==> src/dac_port_consts.svh <==
// Constants for the eight-channel DAC serial command port
//
// Behaviour
// - Write-and-update loads DAC register regardless of strobe
// - Slave address is 00011 plus two strap bits
// - Grounded strap gives 0, supply gives 1
// - Matching address acknowledged on ninth clock
// - Each byte is eight bits plus acknowledge
// - SDA changes only while SCL is low
// - Write is address, command, high, low, stop
// - Readback: command write, repeated start, read
// - Multi-channel readback selection returns channel zero
// - Readback sends MSB first, then next channels
// - Readback pointer wraps from channel seven to zero
// - Power-down takes two mode bits per channel
// - Modes: normal, 1k to ground, tristate
// - Power-down keeps DAC registers and accepts updates
// - Each channel has input and DAC stages
// - Strobe low: write-input also loads DAC register
// - Strobe falling edge copies input to DAC
// - Frame is command, channel, 16-bit data
// - Write-input with strobe high changes only the input register
// - Update copies input register into DAC register
// - Masked channels ignore the load strobe
`ifndef DAC_PORT_CONSTS_SVH
`define DAC_PORT_CONSTS_SVH

// ----------------------------------------------------------
// Bus framing
// ----------------------------------------------------------
`define SLAVE_ADDR_HI 5'h03
`define BITS_PER_BYTE 4'h8
`define FIRST_TX_BIT 4'h1
`define BYTE_CMD 2'h0
`define BYTE_HIGH 2'h1
`define BYTE_LOW 2'h2
`define BYTE_EXTRA 2'h3

// ----------------------------------------------------------
// Command codes
// ----------------------------------------------------------
`define CMD_WR_IN 4'h1
`define CMD_UPDATE 4'h2
`define CMD_WR_UPD 4'h3
`define CMD_PWRDN 4'h4
`define CMD_MASK 4'h5
`define CMD_SW_RST 4'h6
`define CMD_ALL_IN 4'hA
`define CMD_ALL_BOTH 4'hB

// ----------------------------------------------------------
// Reset values
// ----------------------------------------------------------
`define CODE_RESET 16'h0000
`define PD_RESET 16'h0000
`define MASK_RESET 8'h00
`define CHAN_ZERO 3'h0

`endif

==> src/dac_port_pkg.sv <==
// Types shared by the DAC serial command port
`default_nettype none
package dac_port_pkg;

  // Pins arriving from the board, all asynchronous to clk_sys_in
  typedef struct packed {
    logic scl;
    logic sda;
    logic load_strobe_n;
    logic addr_strap_high;
    logic addr_strap_low;
  } pins_t;

  // One received command frame, most significant field first
  typedef struct packed {
    logic [3:0] command_code;
    logic [3:0] chan;
    logic [15:0] data;
  } frame_t;

  typedef enum logic [7:0] {
    ST_IDLE = 8'h01,
    ST_ADDR = 8'h02,
    ST_ACKA = 8'h04,
    ST_WR = 8'h08,
    ST_ACKW = 8'h10,
    ST_RD = 8'h20,
    ST_ACKR = 8'h40,
    ST_SKIP = 8'h80
  } bus_st_t;

endpackage
`default_nettype wire

==> src/dac_cmd_port.sv <==
// Serial slave command port with double-buffered DAC channel registers
`include "dac_port_consts.svh"
`default_nettype none
module dac_cmd_port #(
  parameter int FDEPTH = 2
) (
  // Clock and reset
  input wire logic clk_sys_in,
  input wire logic rst_in,
  // Board pins
  input wire dac_port_pkg::pins_t pins_in,
  output logic sda_out,
  output logic sda_oe_out,
  // Channel state
  output logic [7:0][15:0] dac_code_out,
  output logic [7:0] pwrdn_mode_hi_out,
  output logic [7:0] pwrdn_mode_lo_out
);
  import dac_port_pkg::*;

  localparam int AW = (FDEPTH > 1) ? $clog2(FDEPTH) : 1;
  localparam logic [AW-1:0] LAST = AW'(FDEPTH - 1);
  localparam logic [AW:0] FULL = (AW + 1)'(FDEPTH);

  // ----------------------------------------------------------
  // State
  // ----------------------------------------------------------
  typedef struct packed {
    pins_t s1;
    pins_t s2;
    pins_t s3;
    logic [1:0] strap;
    bus_st_t st;
    logic [3:0] cnt;
    logic [7:0] sh;
    logic [1:0] nb;
    logic rw;
    logic [15:0] fr;
    logic [2:0] ptr;
    logic lo;
    logic oe;
    logic sda_o;
    logic [FDEPTH-1:0][23:0] mem;
    logic [AW-1:0] wp;
    logic [AW-1:0] rp;
    logic [AW:0] fc;
    logic [7:0][15:0] inp;
    logic [7:0][15:0] dac;
    logic [15:0] pd;
    logic [7:0] mask;
  } state_t;

  state_t q, d;
  logic scl_r, scl_f, start, stop, ld_fall, full, pop;
  logic [7:0] tx;
  frame_t head;

  // Only the second synchroniser stage and its delayed copy are read
  assign scl_r = q.s2.scl & ~q.s3.scl;
  assign scl_f = ~q.s2.scl & q.s3.scl;
  assign start = q.s2.scl & q.s3.scl & q.s3.sda & ~q.s2.sda;
  assign stop = q.s2.scl & q.s3.scl & ~q.s3.sda & q.s2.sda;
  assign ld_fall = q.s3.load_strobe_n & ~q.s2.load_strobe_n;
  assign full = (q.fc == FULL);
  // Executor stalls for a strobe edge, so a pending frame waits one cycle
  assign pop = (q.fc != '0) && !ld_fall;
  assign head = frame_t'(q.mem[q.rp]);
  assign tx = q.lo ? q.inp[q.ptr][7:0] : q.inp[q.ptr][15:8];

  // ----------------------------------------------------------
  // Next state
  // ----------------------------------------------------------
  always_comb begin
    d = q;
    d.s1 = pins_in;
    d.s2 = q.s1;
    d.s3 = q.s2;
    d.strap = {q.s2.addr_strap_high, q.s2.addr_strap_low};
    // Serial engine; start and stop win over any bit in flight
    if (start) begin
      d.st = ST_ADDR;
      d.cnt = '0;
      d.oe = 1'b0;
    end else if (stop) begin
      d.st = ST_IDLE;
      d.oe = 1'b0;
    end else begin
      case (q.st)
        ST_ADDR, ST_WR: begin
          if (scl_r) begin
            d.sh = {q.sh[6:0], q.s2.sda};
            d.cnt = q.cnt + 4'h1;
          end
          if (scl_f && q.cnt == `BITS_PER_BYTE) begin
            d.cnt = '0;
            if (q.st == ST_ADDR) begin
              if (q.sh[7:1] == {`SLAVE_ADDR_HI, q.strap}) begin
                d.st = ST_ACKA;
                d.oe = 1'b1;
                d.rw = q.sh[0];
              end else begin
                d.st = ST_SKIP;
              end
            end else begin
              d.st = ST_ACKW;
              d.oe = 1'b1;
              if (q.nb == `BYTE_CMD) begin
                d.fr[15:8] = q.sh;
                d.ptr = q.sh[3] ? `CHAN_ZERO : q.sh[2:0];
                d.lo = 1'b0;
              end else if (q.nb == `BYTE_HIGH) begin
                d.fr[7:0] = q.sh;
              end else if (q.nb == `BYTE_LOW) begin
                // A full buffer refuses the frame with a NACK
                d.oe = !full;
                if (!full) begin
                  d.mem[q.wp] = {q.fr, q.sh};
                  d.wp = (q.wp == LAST) ? '0 : q.wp + 1'b1;
                end
              end else begin
                d.oe = 1'b0;
              end
              if (q.nb != `BYTE_EXTRA) begin
                d.nb = q.nb + 2'h1;
              end
            end
          end
        end
        ST_ACKA: begin
          if (scl_f) begin
            d.nb = `BYTE_CMD;
            if (q.rw) begin
              d.st = ST_RD;
              d.sh = tx;
              d.oe = ~tx[7];
              d.cnt = `FIRST_TX_BIT;
            end else begin
              d.st = ST_WR;
              d.oe = 1'b0;
            end
          end
        end
        ST_ACKW: begin
          if (scl_f) begin
            d.st = ST_WR;
            d.oe = 1'b0;
          end
        end
        ST_RD: begin
          if (scl_f) begin
            if (q.cnt == `BITS_PER_BYTE) begin
              d.oe = 1'b0;
              d.st = ST_ACKR;
              d.lo = ~q.lo;
              if (q.lo) begin
                d.ptr = q.ptr + 3'h1;
              end
            end else begin
              d.sh = {q.sh[6:0], 1'b0};
              d.oe = ~q.sh[6];
              d.cnt = q.cnt + 4'h1;
            end
          end
        end
        ST_ACKR: begin
          if (scl_r && q.s2.sda) begin
            d.st = ST_SKIP;
          end else if (scl_f) begin
            d.st = ST_RD;
            d.sh = tx;
            d.oe = ~tx[7];
            d.cnt = `FIRST_TX_BIT;
          end
        end
        default: begin
          d.oe = 1'b0;
        end
      endcase
    end
    // Executor; a strobe edge takes the cycle and the frame waits
    if (ld_fall) begin
      for (int i = 0; i < 8; i++) begin
        if (!q.mask[i]) begin
          d.dac[i] = q.inp[i];
        end
      end
    end else if (pop) begin
      d.rp = (q.rp == LAST) ? '0 : q.rp + 1'b1;
      case (head.command_code)
        `CMD_WR_IN: begin
          if (!head.chan[3]) begin
            d.inp[head.chan[2:0]] = head.data;
            if (!q.s2.load_strobe_n && !q.mask[head.chan[2:0]]) begin
              d.dac[head.chan[2:0]] = head.data;
            end
          end
        end
        `CMD_UPDATE: begin
          if (!head.chan[3]) begin
            d.dac[head.chan[2:0]] = q.inp[head.chan[2:0]];
          end
        end
        `CMD_WR_UPD: begin
          if (!head.chan[3]) begin
            d.inp[head.chan[2:0]] = head.data;
            d.dac[head.chan[2:0]] = head.data;
          end
        end
        `CMD_PWRDN: begin
          d.pd = head.data;
        end
        `CMD_MASK: begin
          d.mask = head.data[7:0];
        end
        `CMD_ALL_IN: begin
          for (int i = 0; i < 8; i++) begin
            d.inp[i] = head.data;
          end
        end
        `CMD_ALL_BOTH: begin
          for (int i = 0; i < 8; i++) begin
            d.inp[i] = head.data;
            d.dac[i] = head.data;
          end
        end
        `CMD_SW_RST: begin
          for (int i = 0; i < 8; i++) begin
            d.inp[i] = `CODE_RESET;
            d.dac[i] = `CODE_RESET;
          end
          d.pd = `PD_RESET;
          d.mask = `MASK_RESET;
        end
        default: begin
          d.pd = q.pd;
        end
      endcase
    end
    if (d.wp != q.wp && !(pop && !ld_fall)) begin
      d.fc = q.fc + 1'b1;
    end else if (d.wp == q.wp && pop) begin
      d.fc = q.fc - 1'b1;
    end
  end

  always_ff @(posedge clk_sys_in or posedge rst_in) begin
    if (rst_in) begin
      q <= '0;
      q.st <= ST_IDLE;
    end else begin
      q <= d;
    end
  end

  // ----------------------------------------------------------
  // Outputs
  // ----------------------------------------------------------
  assign sda_out = q.sda_o;
  assign sda_oe_out = q.oe;
  assign dac_code_out = q.dac;
  always_comb begin
    for (int i = 0; i < 8; i++) begin
      pwrdn_mode_hi_out[i] = q.pd[2*i+1];
      pwrdn_mode_lo_out[i] = q.pd[2*i];
    end
  end

  // Channels whose DAC register moves this cycle; works for any mask, not only all-zeros
  logic [7:0] dac_moved;
  always_comb begin
    for (int i = 0; i < 8; i++) begin
      dac_moved[i] = (d.dac[i] != q.dac[i]);
    end
  end
endmodule // dac_cmd_port
`default_nettype wire

==> config.mk <==
export PLATFORM = sky130hd
export DESIGN_NAME = dac_cmd_port
export DESIGN_NICKNAME = d
export VERILOG_FILES = /design/src/dac_port_pkg.sv /design/src/dac_cmd_port.sv
export VERILOG_INCLUDE_DIRS = /design/src
export SDC_FILE = /design/constraint.sdc
export NUM_CORES = 1
export LEC_CHECK = 0
export BUFFER_PORTS_ARGS = -buffer_cell sky130_fd_sc_hd__buf_2
export CAP_MARGIN = 30
export CORE_ASPECT_RATIO = 0.8
export CORE_MARGIN = 1.5
export CORE_UTILIZATION = 61
export DETAILED_ROUTE_END_ITERATION = 6
export PLACE_DENSITY = 0.76
export REMOVE_ABC_BUFFERS = 1
export SLEW_MARGIN = 20
export SYNTH_ARGS = -nofsm -noshare
export SYNTH_HDL_FRONTEND = slang
export SYNTH_SLANG_ARGS = --single-unit
==> constraint.sdc <==
create_clock -name clk_sys_in -period 18.8 [get_ports clk_sys_in]
set_input_delay 3.76 -clock clk_sys_in [delete_from_list [all_inputs] [get_ports clk_sys_in]]
set_output_delay 3.76 -clock clk_sys_in [all_outputs]
set_load 0.005 [all_outputs]
==> out/metrics.yaml <==
detailed_routing:
  wire_per_inst_um: 28.4
  firstDrtPassIters: 7
  wirelength_um: 70500
  viasPerCell: 7.23
  ant_nets: 0
  drc: 13
  drtIter0Drc: 2938
  num_vias: 17900
power:
  p_leak_nw: 10.1
  p_per_area_mw_per_mm2: 79.1
  peakVddDrop_uv: 56.0
  p_total_mw: 1.83
worst_setup_path:
  required_ns: 19.35
  worst_path_most_repeated_cell: "buf_4"
  start_kind: "input port"
  cp_slowest_stage_delay_ns: 0.69
  crit_fanout: 111
  critPathKind: "in2async"
  crit_chain: "buf_2 > inv_8 > buf_4 > buf_4"
  critPathCaptureType: "asynchronous set/reset pin"
  cp.arrival_ns: 5.74
  cp_slowest_cell: "buf_4"
placed_design:
  dpl-instance-area_sq_mm: 0.0216
  hpwl_um: 48600
  port_buffers: 151
  place_inst: 2396
  dpl_worst_slack_ns: 12.97
  gp_congestion: 1.02
yosys:
  synth_edf_count: 0
  synth_common_cells: "390 x dfrtp_1, 192 x o2bb2ai_1, 190 x nand2_1, 155 x buf_4, 111 x mux2_2"
  ys_seq_area_frac: 0.454
  yosysTopAreaCellShare: 0.452
  syn-cell-area_sq_mm: 0.0216
  synth_cell_types: 87
  yosysWarningCount: 0
  syn_inst: 2001
  yosys-top-cells-area: "dfrtp_1 45%, o2bb2ai_1 7.8%, mux2_2 5.8%"
  async_flop_share: 1.00
  ys.flop_type: "dfrtp_1"
  yosys.area.top_type: "dfrtp_1"
  yosysMostFrequentCell: "dfrtp_1"
  syn_area_per_cell_sq_um: 10.8
  ys_ff_latch: 391
sta:
  slew_headroom: 0.314
  whs_ns: 0.347
  tns_ns: 0
  rsz0062_at_grt: "false"
  fin_skew_ns: 0.0250
  period_needed_ns: 5.19
  hold_violations: 0
  setup_viol: 0
  max_clock_freq_ghz: 0.193
  worstMarginPinSlew_ns: 1.03
  setup_slack_ns: 13.61
  slew_violations: 0
  period_share: 0.276
grt:
  grt.total_usage: 0.389
  grt_max_degree: 112
  antenna_found_initial: 2
  busiest_layer: "met2"
  grtUsageMet2: 0.554
  grt_pass1_wl_um: 106000
  grt_util_met3: 0.127
  met1_usage: 0.546
  gr-total-overflow: 0
  grt_pass1_vias: 17000
cells_and_area:
  fin_cells: 2479
  synthToLayoutAreaGrowth_pct: 7.07
  fin_nets: 1988
  fin_util: 0.664
  layout-drive-gt1-share: 0.240
  fin_area_sq_mm: 0.0231
clock_network:
  cts_htree_levels: 2
  cts_resized: 0
  clk_pin_slew_ns: 0.06
  cts_hold_buf: 0
  cts_tree: "yes"
  clkLatencyLatePin_ns: 0.56
  clkSinkCount: 391
  cts_made_buffers: 40
  cts_setup_buffers: 0
  clock_path_buffers: 3
  cts-root-buf: "clkbuf_16"
floorplan:
  die_area_sq_mm: 0.0365
  design.core.area_sq_mm: 0.0348
  die_height_um: 171
  rows: 61
  io_pins: 153
  die_w_um: 213
  start_util: 0.620
hold_path:
  hold_class: "reg2reg"
outcome:
  outcome: "finished, violations left"
  violations: "DRC"
run:
  drv_cap: 0
## path summary, 6_finish.rpt
kind | from | to | slack [ns] | cells after the start
hold reg to reg | d[387] | d[382] | 0.35 | 0
setup reg to reg | q[282] | dac_code_out[53] | 14.28 | 9
max in group clk_sys_in | dac_code_out[31] | dac_code_out[31] | 13.84 | 1
hold / removal | d[387] | d[382] | 0.35 | 0
setup / recovery | rst_in | q[335] | 13.61 | 4
min in group asynchronous | rst_in | dac_code_out[113] | 3.36 | 2
## routing by layer
metal  vias up  share of wire
met5         -        0.00013
met4         2          0.045
met3       256           0.14
met2      1396           0.42
met1      8844           0.39
li1       7431              -
## cells in the final DEF (no fill, tap or decap), types with 14 or more instances in the layout
| cell | n |
|---|---|
| dfrtp_1 | 388 |
| o2bb2ai_1 | 192 |
| nand2_1 | 190 |
| buf_2 | 153 |
| mux2_2 | 111 |
| o21ai_0 | 105 |
| nor2_1 | 83 |
| a21oi_1 | 60 |
| buf_4 | 59 |
| mux2i_1 | 51 |
| a22oi_1 | 48 |
| clkbuf_16 | 42 |
| mux4_2 | 40 |
| a22o_1 | 38 |
| nand3_1 | 29 |
| and3_1 | 26 |
| o21ai_1 | 20 |
| o221ai_1 | 20 |
| o31ai_1 | 18 |
| o22ai_1 | 17 |
| a31oi_1 | 17 |
| inv_1 | 15 |
| o211ai_1 | 14 |
## flip-flops by register name, indices dropped and copies added, names as in the netlist
| name | count |
|---|---|
| d | 10 |
| dac_code_out | 128 |
| pwrdn_mode_hi_out | 8 |
| pwrdn_mode_lo_out | 8 |
| q | 236 |
| sda_oe_out | 1 |
## power breakdown
group	total [mW]	leakage, nW	switching (mW)	internal (mW)
combinational	0.0938	4.11	0.0635	0.0303
sequential	0.900	5.38	0.0406	0.859
clock	0.833	0.659	0.342	0.490
## cell families (layout without fill, tap and decap cells)
logic type	after synthesis	in the layout	synth area share
AO/OA/AOI/OAI	648	648	0.225
XOR/XNOR	11	11	0.00447
adder cells (fa/ha/maj)	7	7	0.00406
buffers and inverters	306	310	0.0873
flip-flops	391	391	0.454
multiplexers	219	219	0.134
other	1	3	0.000174
AND/OR/NAND/NOR	418	418	0.0915
## critical path, delay by kind of cell
kind,cells,cell delay [ns]
buf+inv,4,1.86
## layout make-up
class / instances / area (sq um)
clock buffer: 61 / 1180
antenna: 2 / 5.00
inverter: 17 / 71.3
fill: 2663 / 11700
clock inverter: 12 / 176
multi-input combinational: 1304 / 9940
timing repair buffer: 220 / 1340
tap: 472 / 591
sequential: 391 / 9790
(Power assumes the default switching activity.)
